===== src/logic/fsc_pkg.sv =====
/*
  fsc_pkg: constants and shared types for the pwm fan speed controller.
  assumes a 125 MHz system clock and a 32.768 kHz tach reference pin.
*/
package fsc_pkg;

  // system clock and pwm resolution
  localparam longint CLK_HZ    = 125_000_000;
  localparam longint PWM_STEPS = 255;

  // base frequencies in mHz, selected by the 2-bit base field
  localparam longint BASE_MHZ_0 = 26_000_000;
  localparam longint BASE_MHZ_1 = 19_531_000;
  localparam longint BASE_MHZ_2 = 4_882_000;
  localparam longint BASE_MHZ_3 = 2_441_000;

  // clk cycles per pwm step at each base frequency (rounded down)
  localparam logic [7:0] STEP_CYC_0 = 8'((CLK_HZ * 1000) / (BASE_MHZ_0 * PWM_STEPS));
  localparam logic [7:0] STEP_CYC_1 = 8'((CLK_HZ * 1000) / (BASE_MHZ_1 * PWM_STEPS));
  localparam logic [7:0] STEP_CYC_2 = 8'((CLK_HZ * 1000) / (BASE_MHZ_2 * PWM_STEPS));
  localparam logic [7:0] STEP_CYC_3 = 8'((CLK_HZ * 1000) / (BASE_MHZ_3 * PWM_STEPS));
  localparam logic [7:0] PWM_LAST   = 8'hFE;

  // update period in ms and in reference ticks
  localparam longint REF_HZ   = 32_768;
  localparam longint UPD_MS_0 = 100;
  localparam longint UPD_MS_1 = 200;
  localparam longint UPD_MS_2 = 300;
  localparam longint UPD_MS_3 = 400;
  localparam longint UPD_MS_4 = 500;
  localparam longint UPD_MS_5 = 800;
  localparam longint UPD_MS_6 = 1200;
  localparam longint UPD_MS_7 = 1600;
  localparam logic [15:0] UPD_TK_0 = 16'(UPD_MS_0 * REF_HZ / 1000);
  localparam logic [15:0] UPD_TK_1 = 16'(UPD_MS_1 * REF_HZ / 1000);
  localparam logic [15:0] UPD_TK_2 = 16'(UPD_MS_2 * REF_HZ / 1000);
  localparam logic [15:0] UPD_TK_3 = 16'(UPD_MS_3 * REF_HZ / 1000);
  localparam logic [15:0] UPD_TK_4 = 16'(UPD_MS_4 * REF_HZ / 1000);
  localparam logic [15:0] UPD_TK_5 = 16'(UPD_MS_5 * REF_HZ / 1000);
  localparam logic [15:0] UPD_TK_6 = 16'(UPD_MS_6 * REF_HZ / 1000);
  localparam logic [15:0] UPD_TK_7 = 16'(UPD_MS_7 * REF_HZ / 1000);

  // error band in rpm; counts are the high byte of a 32.768 kHz count
  localparam logic [7:0]  BAND_RPM_0 = 8'h00;
  localparam logic [7:0]  BAND_RPM_1 = 8'h32;
  localparam logic [7:0]  BAND_RPM_2 = 8'h64;
  localparam logic [7:0]  BAND_RPM_3 = 8'hC8;
  localparam logic [23:0] TACH_RPM_K = 24'h01E000;

  // drive and target codes
  localparam logic [7:0] DRIVE_FULL = 8'hFF;
  localparam logic [7:0] DRIVE_ZERO = 8'h00;
  localparam logic [7:0] TARGET_OFF = 8'hFF;

  // derivative options
  localparam logic [1:0] DER_NONE  = 2'b00;
  localparam logic [1:0] DER_BASIC = 2'b01;
  localparam logic [1:0] DER_STEP  = 2'b10;
  localparam logic [1:0] DER_BOTH  = 2'b11;

  // documented reset values of the configuration fields, for the host
  localparam logic [1:0] DEF_BASE       = 2'b00;
  localparam logic [7:0] DEF_DIVIDE     = 8'h01;
  localparam logic [2:0] DEF_UPDATE     = 3'b011;
  localparam logic [1:0] DEF_BAND       = 2'b00;
  localparam logic [1:0] DEF_GAIN       = 2'b10;
  localparam logic [1:0] DEF_DERIVATIVE = DER_STEP;
  localparam logic       DEF_OPEN_DRAIN = 1'b1;

  // pid scaling
  localparam int INTEG_SHIFT = 4;
  localparam int SUM_SHIFT   = 2;

  typedef enum logic [2:0] {
    FSC_ST_DIRECT = 3'b001,
    FSC_ST_SPIN   = 3'b010,
    FSC_ST_RUN    = 3'b100
  } fsc_state_t;

endpackage

===== src/logic/fsc_fan_ctrl.sv =====
/*
  fsc_fan_ctrl: one fan channel - pwm generator, direct drive mode and
  closed-loop pid speed control on tach counts.
  assumes tach_count comes from a tach measurement block on clk and
  ref_clk_in is an asynchronous 32.768 kHz reference from a pin.
*/
`timescale 1ns/1ns
module fsc_fan_ctrl #(
  parameter int SPIN_REF_TICKS = 16384  // spin-up time in reference ticks
) (
  input  wire logic       clk,               // system clock, 125 MHz
  input  wire logic       rst,               // async reset, active high
  input  wire logic       ref_clk_in,        // 32.768 kHz reference pin
  input  wire logic       loop_enable,       // closed-loop speed mode
  input  wire logic       ramp_limit_enable, // ramp limit in direct mode
  input  wire logic [1:0] base_select,       // pwm base frequency
  input  wire logic [7:0] freq_divide,       // pwm frequency divider
  input  wire logic       push_pull,         // 1 push-pull, 0 open drain
  input  wire logic       invert_polarity,   // invert pwm output
  input  wire logic [2:0] update_period_bits,// update period select
  input  wire logic [1:0] error_band_select, // error band select
  input  wire logic [1:0] derivative_option, // derivative handling
  input  wire logic [1:0] proportional_gain, // p gain
  input  wire logic [1:0] integral_gain,     // i gain
  input  wire logic [1:0] derivative_gain,   // d gain
  input  wire logic [7:0] max_step,          // largest drive step, except loop steps with DER_STEP or DER_BOTH
  input  wire logic [7:0] min_drive,         // loop minimum drive
  input  wire logic [7:0] valid_count,       // highest healthy tach count
  input  wire logic [7:0] target_count,      // tach target
  input  wire logic [7:0] tach_count,        // measured tach count
  input  wire logic [7:0] drive_wdata,       // drive setting write data
  input  wire logic       drive_wr,          // drive setting write strobe
  input  wire logic       alert_clear,       // clears stall alert
  output logic      [7:0] drive_setting,     // drive setting read-back
  output logic            pwm_o,             // pwm pin output level
  output logic            pwm_oe_n,          // pwm pin enable, low drives
  output logic            alert_o,           // alert pin output level
  output logic            alert_oe_n,        // alert pin enable, low drives
  output logic            stalled            // stall seen at last update
);

  initial
  begin
    if (SPIN_REF_TICKS < 1 || SPIN_REF_TICKS > 65535)
    begin
      $error("SPIN_REF_TICKS out of range");
    end
  end

  typedef struct packed {
    logic [1:0]        ref_sync;
    logic              ref_prev;
    fsc_pkg::fsc_state_t st;
    logic [15:0]       upd_cnt;
    logic [15:0]       spin_cnt;
    logic [7:0]        base_cnt;
    logic [7:0]        div_cnt;
    logic [7:0]        pwm_cnt;
    logic [7:0]        drive;
    logic [7:0]        drive_set;
    logic signed [17:0] integ;
    logic signed [9:0] err_prev;
    logic              alert;
    logic              stalled;
    logic [7:0]        readback;
    logic              pwm_o;
    logic              pwm_oe_n;
  } fsc_reg_t;

  fsc_reg_t r_q;
  fsc_reg_t r_d;

  function automatic logic signed [17:0] gain_apply(input logic signed [17:0] v,
                                                     input logic [1:0] g);
    gain_apply = v <<< g;
  endfunction

  function automatic logic signed [17:0] clamp_s(input logic signed [17:0] v,
                                                  input logic signed [17:0] lo,
                                                  input logic signed [17:0] hi);
    if (v < lo)
    begin
      clamp_s = lo;
    end
    else if (v > hi)
    begin
      clamp_s = hi;
    end
    else
    begin
      clamp_s = v;
    end
  endfunction

  // one ramp step from cur toward req, at most stp
  function automatic logic [7:0] ramp_to(input logic [7:0] cur,
                                         input logic [7:0] req,
                                         input logic [7:0] stp);
    logic signed [17:0] dlt;
    dlt = 18'(signed'({1'b0, req})) - 18'(signed'({1'b0, cur}));
    dlt = clamp_s(dlt, -18'(signed'({1'b0, stp})), 18'(signed'({1'b0, stp})));
    ramp_to = 8'(18'(signed'({1'b0, cur})) + dlt);
  endfunction

  logic [7:0]  step_cyc;
  logic [7:0]  div_lim;
  logic [15:0] upd_lim;
  logic [7:0]  band_rpm;
  logic [7:0]  band;
  logic [23:0] band_prod;
  logic        ref_tick;

  always_comb
  begin
    case (base_select)
      2'b00:   step_cyc = fsc_pkg::STEP_CYC_0;
      2'b01:   step_cyc = fsc_pkg::STEP_CYC_1;
      2'b10:   step_cyc = fsc_pkg::STEP_CYC_2;
      default: step_cyc = fsc_pkg::STEP_CYC_3;
    endcase
    // zero divides like one
    div_lim = (freq_divide == 8'h00) ? 8'h01 : freq_divide;
    case (update_period_bits)
      3'b000:  upd_lim = fsc_pkg::UPD_TK_0;
      3'b001:  upd_lim = fsc_pkg::UPD_TK_1;
      3'b010:  upd_lim = fsc_pkg::UPD_TK_2;
      3'b011:  upd_lim = fsc_pkg::UPD_TK_3;
      3'b100:  upd_lim = fsc_pkg::UPD_TK_4;
      3'b101:  upd_lim = fsc_pkg::UPD_TK_5;
      3'b110:  upd_lim = fsc_pkg::UPD_TK_6;
      default: upd_lim = fsc_pkg::UPD_TK_7;
    endcase
    case (error_band_select)
      2'b00:   band_rpm = fsc_pkg::BAND_RPM_0;
      2'b01:   band_rpm = fsc_pkg::BAND_RPM_1;
      2'b10:   band_rpm = fsc_pkg::BAND_RPM_2;
      default: band_rpm = fsc_pkg::BAND_RPM_3;
    endcase
    // rpm band to counts: dcount ~ count^2 * drpm / k
    band_prod = (24'(target_count) * 24'(target_count) * 24'(band_rpm)) / fsc_pkg::TACH_RPM_K;
    band = 8'(band_prod);
  end

  // rising edge of the synchronised reference
  assign ref_tick = r_q.ref_sync[1] & ~r_q.ref_prev;

  logic              upd_tick;
  logic signed [9:0] err;
  logic [9:0]        err_abs;
  logic signed [17:0] p_term;
  logic signed [17:0] i_term;
  logic signed [17:0] d_term;
  logic signed [17:0] lim_sum;
  logic signed [17:0] step_v;
  logic signed [17:0] new_drv;
  logic [7:0]        floor_drv;

  always_comb
  begin
    r_d = r_q;
    r_d.ref_sync = {r_q.ref_sync[0], ref_clk_in};
    r_d.ref_prev = r_q.ref_sync[1];

    // update period timer on reference ticks
    upd_tick = 1'b0;
    if (ref_tick)
    begin
      if (r_q.upd_cnt >= upd_lim - 16'h0001)
      begin
        r_d.upd_cnt = 16'h0000;
        upd_tick = 1'b1;
      end
      else
      begin
        r_d.upd_cnt = r_q.upd_cnt + 16'h0001;
      end
    end

    // pid terms on tach count error; positive means too slow
    err = 10'(signed'({2'b00, tach_count})) - 10'(signed'({2'b00, target_count}));
    err_abs = err[9] ? 10'(-err) : 10'(err);
    p_term = gain_apply(18'(err), proportional_gain);
    i_term = gain_apply(r_q.integ >>> fsc_pkg::INTEG_SHIFT, integral_gain);
    d_term = gain_apply(18'(err) - 18'(r_q.err_prev), derivative_gain);
    lim_sum = p_term + i_term;
    if (derivative_option != fsc_pkg::DER_NONE)
    begin
      lim_sum = lim_sum + d_term;
    end
    lim_sum = lim_sum >>> fsc_pkg::SUM_SHIFT;
    if (derivative_option == fsc_pkg::DER_STEP)
    begin
      step_v = lim_sum;
    end
    else
    begin
      step_v = clamp_s(lim_sum, -18'(signed'({1'b0, max_step})),
                       18'(signed'({1'b0, max_step})));
    end
    if (derivative_option == fsc_pkg::DER_BOTH)
    begin
      step_v = step_v + (d_term >>> fsc_pkg::SUM_SHIFT);
    end
    floor_drv = min_drive;
    new_drv = clamp_s(18'(signed'({1'b0, r_q.drive})) + step_v,
                      18'(signed'({1'b0, floor_drv})),
                      18'(signed'({1'b0, fsc_pkg::DRIVE_FULL})));

    // drive setting register takes writes only in direct mode
    if (drive_wr && !loop_enable)
    begin
      r_d.drive_set = drive_wdata;
    end

    case (r_q.st)
      fsc_pkg::FSC_ST_DIRECT:
      begin
        if (loop_enable)
        begin
          r_d.st = fsc_pkg::FSC_ST_RUN;
          r_d.integ = '0;
          r_d.err_prev = '0;
        end
        else if (!ramp_limit_enable)
        begin
          r_d.drive = r_d.drive_set;
        end
        else if (upd_tick)
        begin
          r_d.drive = ramp_to(r_q.drive, r_q.drive_set, max_step);
        end
      end
      fsc_pkg::FSC_ST_RUN:
      begin
        if (!loop_enable)
        begin
          r_d.st = fsc_pkg::FSC_ST_DIRECT;
        end
        else if (target_count == fsc_pkg::TARGET_OFF)
        begin
          r_d.drive = fsc_pkg::DRIVE_ZERO;
          r_d.integ = '0;
        end
        else if (upd_tick)
        begin
          r_d.stalled = (tach_count > valid_count);
          if (tach_count > valid_count)
          begin
            r_d.st = fsc_pkg::FSC_ST_SPIN;
            r_d.spin_cnt = 16'h0000;
            r_d.drive = fsc_pkg::DRIVE_FULL;
          end
          else if (err_abs > 10'(band))
          begin
            r_d.integ = clamp_s(r_q.integ + 18'(err), -18'sh0FFFF, 18'sh0FFFF);
            r_d.err_prev = err;
            r_d.drive = 8'(new_drv);
          end
          else
          begin
            r_d.err_prev = err;
          end
        end
      end
      fsc_pkg::FSC_ST_SPIN:
      begin
        r_d.drive = fsc_pkg::DRIVE_FULL;
        if (!loop_enable)
        begin
          r_d.st = fsc_pkg::FSC_ST_DIRECT;
        end
        else if (target_count == fsc_pkg::TARGET_OFF)
        begin
          r_d.st = fsc_pkg::FSC_ST_RUN;
          r_d.drive = fsc_pkg::DRIVE_ZERO;
        end
        else if (ref_tick)
        begin
          if (r_q.spin_cnt >= 16'(SPIN_REF_TICKS - 1))
          begin
            // retried on the next update if still stalled
            r_d.st = fsc_pkg::FSC_ST_RUN;
            r_d.integ = '0;
          end
          else
          begin
            r_d.spin_cnt = r_q.spin_cnt + 16'h0001;
          end
        end
      end
      default:
      begin
        r_d.st = fsc_pkg::FSC_ST_DIRECT;
      end
    endcase

    // sticky alert, a new stall wins over a clear
    if (alert_clear)
    begin
      r_d.alert = 1'b0;
    end
    if (r_d.st == fsc_pkg::FSC_ST_SPIN && r_q.st == fsc_pkg::FSC_ST_RUN)
    begin
      r_d.alert = 1'b1;
    end

    // loop mode shows computed drive, direct shows stored setting
    r_d.readback = loop_enable ? r_d.drive : r_d.drive_set;

    // pwm step prescaler, divider and 255-step period
    if (r_q.base_cnt >= step_cyc - 8'h01)
    begin
      r_d.base_cnt = 8'h00;
      if (r_q.div_cnt >= div_lim - 8'h01)
      begin
        r_d.div_cnt = 8'h00;
        r_d.pwm_cnt = (r_q.pwm_cnt >= fsc_pkg::PWM_LAST) ? 8'h00 : r_q.pwm_cnt + 8'h01;
      end
      else
      begin
        r_d.div_cnt = r_q.div_cnt + 8'h01;
      end
    end
    else
    begin
      r_d.base_cnt = r_q.base_cnt + 8'h01;
    end
    // high for drive of 255 steps, then polarity, then drive style
    r_d.pwm_o = (r_q.pwm_cnt < r_q.drive) ^ invert_polarity;
    r_d.pwm_oe_n = push_pull ? 1'b0 : r_d.pwm_o;
  end

  always_ff @(posedge clk or posedge rst)
  begin
    if (rst)
    begin
      r_q <= '{
        ref_sync: 2'b00,
        ref_prev: 1'b0,
        st:       fsc_pkg::FSC_ST_DIRECT,
        upd_cnt:  16'h0000,
        spin_cnt: 16'h0000,
        base_cnt: 8'h00,
        div_cnt:  8'h00,
        pwm_cnt:  8'h00,
        drive:    8'h00,
        drive_set: 8'h00,
        integ:    18'sh00000,
        err_prev: 10'sh000,
        alert:    1'b0,
        stalled:  1'b0,
        readback: 8'h00,
        pwm_o:    1'b0,
        pwm_oe_n: 1'b0
      };
    end
    else
    begin
      r_q <= r_d;
    end
  end

  // outputs from flops, except alert_o tied low and alert_oe_n inverted from the alert flop
  assign drive_setting = r_q.readback;
  assign pwm_o         = r_q.pwm_o;
  assign pwm_oe_n      = r_q.pwm_oe_n;
  assign alert_o       = 1'b0;
  assign alert_oe_n    = ~r_q.alert;
  assign stalled       = r_q.stalled;

endmodule


===== config.mk =====
export PLATFORM = sky130hd
export DESIGN_NAME = fsc_fan_ctrl
export DESIGN_NICKNAME = d
export VERILOG_FILES = /design/src/logic/fsc_pkg.sv /design/src/logic/fsc_fan_ctrl.sv
export SDC_FILE = /design/constraint.sdc
export NUM_CORES = 1
export LEC_CHECK = 0
export ABC_AREA = 1
export BUFFER_PORTS_ARGS = -buffer_cell sky130_fd_sc_hd__buf_2
export CORE_ASPECT_RATIO = 0.6
export CORE_MARGIN = 10
export CORE_UTILIZATION = 35
export DETAILED_ROUTE_END_ITERATION = 16
export PLACE_DENSITY = 0.48
export SYNTH_ARGS = -nofsm -noshare
export SYNTH_HDL_FRONTEND = slang
export SYNTH_SLANG_ARGS = --single-unit

===== constraint.sdc =====
create_clock -name clk -period 16.4 [get_ports clk]
set_input_delay 0.82 -clock clk [delete_from_list [all_inputs] [get_ports clk]]
set_output_delay 0.82 -clock clk [all_outputs]
set_load 0.02 [all_outputs]

==> metrics, run 1 <==
outcome=finished clean; Routed WL per cell=16.5 µm; Critical Path End=r_q[25]; Area contributors post-synth=ha_1 (18%), dfrtp_1 (13%), nand2_1 (12%), inv_1 (10%), fa_1 (8.9%); layout cells sized above 1=0.0816; Netlist cell types=68; Synth Flop Type=dfrtp_1; total negative slack=0 ns; Port Buffer Count=91; CP startpoint=target_count[0]; Post-CTS Setup Repair Bufs=0; P&R area growth vs syn=8.83%; core area=61000 µm²; GRT Residual Overflow=0; Tmin final=13.83 ns; CTS tree=yes; peak fanout along the critical path=15; CTS hold repair buffers=0; worst slew pin tran=1.11 ns; Worst-Skew Late Latency=0.42 ns; r2r worst-path depth=66; mapped cell area=21600 µm²; # H-tree levels=4; I/O pin count=93; initial antenna violation count=4; syn_area_per_cell=6.67 µm²; clock-pin slew on the worst setup and hold paths=0.06 ns; WHS=0.358 ns; routed wire length=68400 µm; critical path's slowest cell=fa_1; vias in the first global route=19200; die span in y=212 µm; CTS Sinks=117; HP Class=flop to flop; crit path DAT=14.19 ns; Vias=20500; max-slew violation count=0; dominant cell type by area after synthesis=ha_1; initial cell density of the core=0.354; FF-to-FF setup slack=5.10 ns; Tot GR Track Use=0.186; most common cell after layout, fill and taps aside=nand2_1; largest net degree at the start of global routing=63; drt first pass iters=8; nets@finish=3785; slew margin rel.=0.263; cts bufs inserted=17; CTS Root Buffer Type=clkbuf_16; Tcrit/Tclk final=0.843; Async SR Flop Fraction=1.00; Max Clock Skew=0.0111 ns; vias per cell=4.96; EDFF count, synth=0; Worst setup SP type=input port; share of the synthesized area in the top cell type=0.183; syn nets=3725; Syn Inst Count=3234; Die X=341 µm; full die area=72300 µm²; sequential area share after synthesis=0.136; post-route ant nets=0; Iter 0 DRT Violations=1636; Ys Warns=0; CP required=16.77 ns; CP most frequent cell=nand2_1; Final Hold Vio Count=0; Resized Gates After CTS=0; worst r2r src=r_q[14]; Peak Freq=0.0723 GHz; hold path start=r_d[117]; Synth Register Bits=117; number of max-cap violations=0; Max stage delay on crit path=0.56 ns; FF-to-FF End=drive_setting[2]; GP Congestion=0.906; Setup CP Type=input port to flop; first-pass GRT wire length=108000 µm; most frequent cells in the layout=nand2_1 (714), inv_1 (598), ha_1 (315); Post-DP HPWL=58300 µm; # rows=70; # DRC=0; Finish-stage setup viols=0; CP Capture Type=flop; Clock Tree Buf Depth=2; RSZ-0062 raised after global routing=no
logic make-up after synthesis:
kind of cell / count (synthesis) / synth area share
fa+ha+maj: 411 / 0.272
flops: 117 / 0.136
simple gates: 1345 / 0.276
other cells: 1 / 0.000174
buf+inv: 685 / 0.122
xor+xnor: 114 / 0.0463
mux: 7 / 0.00342
compound gates: 554 / 0.145
layout make-up:
cell class                      instances  area [µm²]
Fill cell                            6599       37500
Multi-Input combinational cell       2432       16000
Sequential cell                       117        2930
Inverter                              626        2350
Tap cell                              828        1040
Timing Repair Buffer                  100         523
Clock buffer                           19         453
Clock inverter                         13         145
Antenna cell                            3        7.51
routing by layer:
layer | track usage | routed length, µm | share of wire | vias to the layer above
met5 | 0 | 11 | 0.00016 | -
met3 | 0.0384 | 5000 | 0.073 | 25
met4 | 0.0217 | 318 | 0.0047 | 2
li1 | - | - | - | 10500
met2 | 0.239 | 24500 | 0.36 | 536
met1 | 0.306 | 38600 | 0.56 | 9446
registers in the layout, summed over array words and instances (netlist names):
| register | flops |
|---|---|
| pwm_oe_n | 1 |
| r_d | 2 |
| r_q | 104 |
| drive_setting | 8 |
| stalled | 1 |
| pwm_o | 1 |
cell usage after synthesis (4+ instances only):
library cell    n
a211oi_1        6
a21boi_0        5
a21boi_1        4
a21o_1         15
a21oi_1       203
a21oi_2         4
a31oi_1         9
and3_1          4
buf_2           6
buf_4          11
clkbuf_1       40
clkinv_1        8
dfrtp_1       116
fa_1           96
ha_1          315
inv_1         599
inv_2          18
mux2i_1         4
nand2_1       714
nand2_2        33
nand2_4        13
nand3_1       157
nand3_2        16
nand3b_1        8
nand4_1        28
nor2_1        268
nor2_2         10
nor2_4          6
nor3_1         44
nor3b_1         8
nor4_1          9
o211ai_1        8
o21a_1         11
o21ai_0       195
o21ai_1        20
o21bai_1       25
o221ai_1        6
o22ai_1        17
o31ai_1         7
or2_2          13
xnor2_1        33
xor2_1         81
worst min-delay path by stage:
stage / end / slack (ns) / depth (start not counted)
after floorplan: r_d[115] / 0.33 / 0
after global placement: r_d[115] / 0.34 / 0
after detailed placement: r_d[115] / 0.35 / 0
after CTS: r_d[115] / 0.36 / 0
after global routing: r_d[115] / 0.36 / 0
final: r_d[115] / 0.36 / 0
critical path: cells and delay by family:
family | cells | cell delay (ns)
adders and majority gates | 11 | 4.48
buffers and inverters | 11 | 1.29
AOI/OAI and AO/OA | 18 | 2.98
and+or+nand+nor | 38 | 4.20
xor gates and xnor gates | 1 | 0.37
per-stage QoR:
step                      worst slack [ns]  utilization  std cells  cell area (µm²)
after detailed placement              2.30        0.375       4103            22900
after global routing                  1.27        0.385       4137            23500
after floorplan                       4.29            -       3234            21600
after CTS                             2.72        0.385       4135            23500
final                                 2.57        0.385       4138            23500
after global placement                2.58        0.375       4103            22900
Power of run 1 is left out: the tool's default activity adds up to more than one toggle a clock period on the data nets, which glitch-free logic cannot reach.
==> run 2: changes to the inputs <==
- PLACE_DENSITY: 0.48 -> 0.5
- clock period: 16.4 -> 11.54 ns (I/O delays scaled with it)
==> metrics, run 2 (synthesis gave the netlist of run 1 again) <==
outcome=finished clean; CTS Sinks=117 (unchanged); crit path DAT=11.83 ns (-2.36 ns); P&R area growth vs syn=28.3%; fill count=6401 (-3.0%); total negative slack=0 ns (unchanged); die span in y=212 µm (unchanged); Iter 0 DRT Violations=1630 (-0.37%); worst r2r src=r_q[14]; worst slew pin tran=1.04 ns (-0.0678 ns); first-pass GRT wire length=109000 µm (+0.66%); FF-to-FF End=drive_setting[5]; drt first pass iters=5 (-3); CP startpoint=target_count[7]; CP Capture Type=flop; total placed cells including tap cells=4447 (+8.4%); Vias=21500 (+4.6%); # rows=70 (unchanged); core area=61000 µm² (unchanged); most frequent cells in the layout=nand2_1 (656), inv_1 (567), buf_4 (389); Max stage delay on crit path=0.55 ns (about the same); GR Layer Usage met2=0.246 (+0.00684); Setup CP Type=input port to flop; number of max-cap violations=0 (unchanged); most common cell after layout, fill and taps aside=nand2_1; Worst setup SP type=input port; routed wire length=67900 µm (-0.70%); sequential cell area=2930 µm² (unchanged); register bank with the most flops=r_q; peak fanout along the critical path=7 (-8); Finished Core Util=0.454 (+0.0690); layout cells sized above 1=0.236 (+0.154); Worst Hold Path Cells=1 (+1); Tcrit/Tclk final=0.993; CTS tree=yes; critical path's slowest cell=fa_1; initial antenna violation count=3 (-1); GRT met3 Usage=0.0280 (-0.0104); Clock Tree Buf Depth=2 (unchanged); Die X=341 µm (unchanged); Post-DP HPWL=56300 µm (-3.5%); Worst-Skew Late Latency=0.45 ns (+0.03 ns); Finish-stage setup viols=0 (unchanged); CTS hold repair buffers=0 (unchanged); full die area=72300 µm² (unchanged); grt peak-use layer=met1; vias per cell=4.74 (-4.4%); I/O pin count=93 (unchanged); clock-pin slew on the worst setup and hold paths=0.07 ns (about the same); Tmin final=11.46 ns; hold path start=ref_clk_in; Peak Freq=0.0873 GHz; # DRC=0 (unchanged); cts bufs inserted=17 (unchanged); largest net degree at the start of global routing=82 (+30%); met1 Use GR=0.307 (+0.000460); RSZ-0062 raised after global routing=yes; max FFs per register=104 (unchanged); CTS Root Buffer Type=clkbuf_16; HP Class=input port to flop; slew margin rel.=0.305 (+0.0426); Multi-input gate area=17100 µm² (+6.8%); vias in the first global route=20300 (+5.8%); Final Hold Vio Count=0 (unchanged); Tot GR Track Use=0.185 (-0.000834); CP required=11.91 ns (-4.86 ns); post-route ant nets=0 (unchanged); max-slew violation count=0 (unchanged); Max Clock Skew=0.0227 ns (+0.0116 ns); nets@finish=4178 (+10%); FF-to-FF setup slack=1.84 ns (-3.26 ns); initial cell density of the core=0.354 (unchanged); Port Buffer Count=91 (unchanged); GP Congestion=0.875 (-3.5%); Final Non-Filler Cells=4528 (+9.4%); # H-tree levels=4 (unchanged); Routed WL per cell=15.0 µm (-9.3%); GRT Residual Overflow=0 (unchanged); r2r worst-path depth=66 (unchanged); Hold Crit Endpoint=r_d[117]
## run 2: changes by cell type in the layout (fill, tap and decap cells not counted), sizes merged
cell    previous run  this run
bufinv             2         1
clkbuf            19        18
inv              624       622
buf              100       493
clkinv            10        13
diode              3         1
## run 2: through the flow
step | setup slack, ns | hold slack [ns] | area, µm²
finish | 0.0795 | 0.232 | 27700
global route | -0.463 | 0.218 | 27700
CTS | 0.000191 | 0.213 | 26500
detailed placement | -0.778 | 0.341 | 25500
global placement | -0.565 | 0.336 | 25500
floorplan | 0.0117 | 0.331 | 21600
## run 2: worst max path at each step
stage	end	cells after the start	slack (ns)
2_1_floorplan	r_q[23]	75	0.01
3_3_place_gp	drive_setting[6]	77	-0.56
3_5_place_dp	r_q[31]	77	-0.78
4_1_cts	r_q[35]	80	0.0002
5_1_grt	r_q[31]	82	-0.46
6_report	r_q[31]	65	0.08
## run 2: layout make-up
type,instances,area share
multi-input cells,2432,0.619
repair buffers,493,0.132
flip-flops and latches,117,0.106
inverters,626,0.0860
well taps,828,0.0374
clock buffers,18,0.0159
clock inverters,13,0.00447
diodes,1,0.0000904
## run 2: per-layer routing
| metal | share of wire | wire length (µm) |
|---|---|---|
| met5 | 0 | 0 |
| met4 | 0.0035 | 238 |
| met3 | 0.055 | 3730 |
| met2 | 0.37 | 25300 |
| met1 | 0.57 | 38600 |
## run 2: repair_timing
item | CTS | global route
endpoints found under the setup margin | 34 | 34
setup buffers | 25 | 24
gates resized for setup | 60 | 262
pin swaps | 56 | 110
cloned | 1 | 0
## run 2: critical path: cells and delay by family
family,cells,cell delay [ns]
buf+inv,21,2.08
compound gates,10,1.40
fa+ha+maj,11,4.86
xor+xnor,2,0.49
simple gates,21,2.37
Power of run 2 is left out for the same reason.
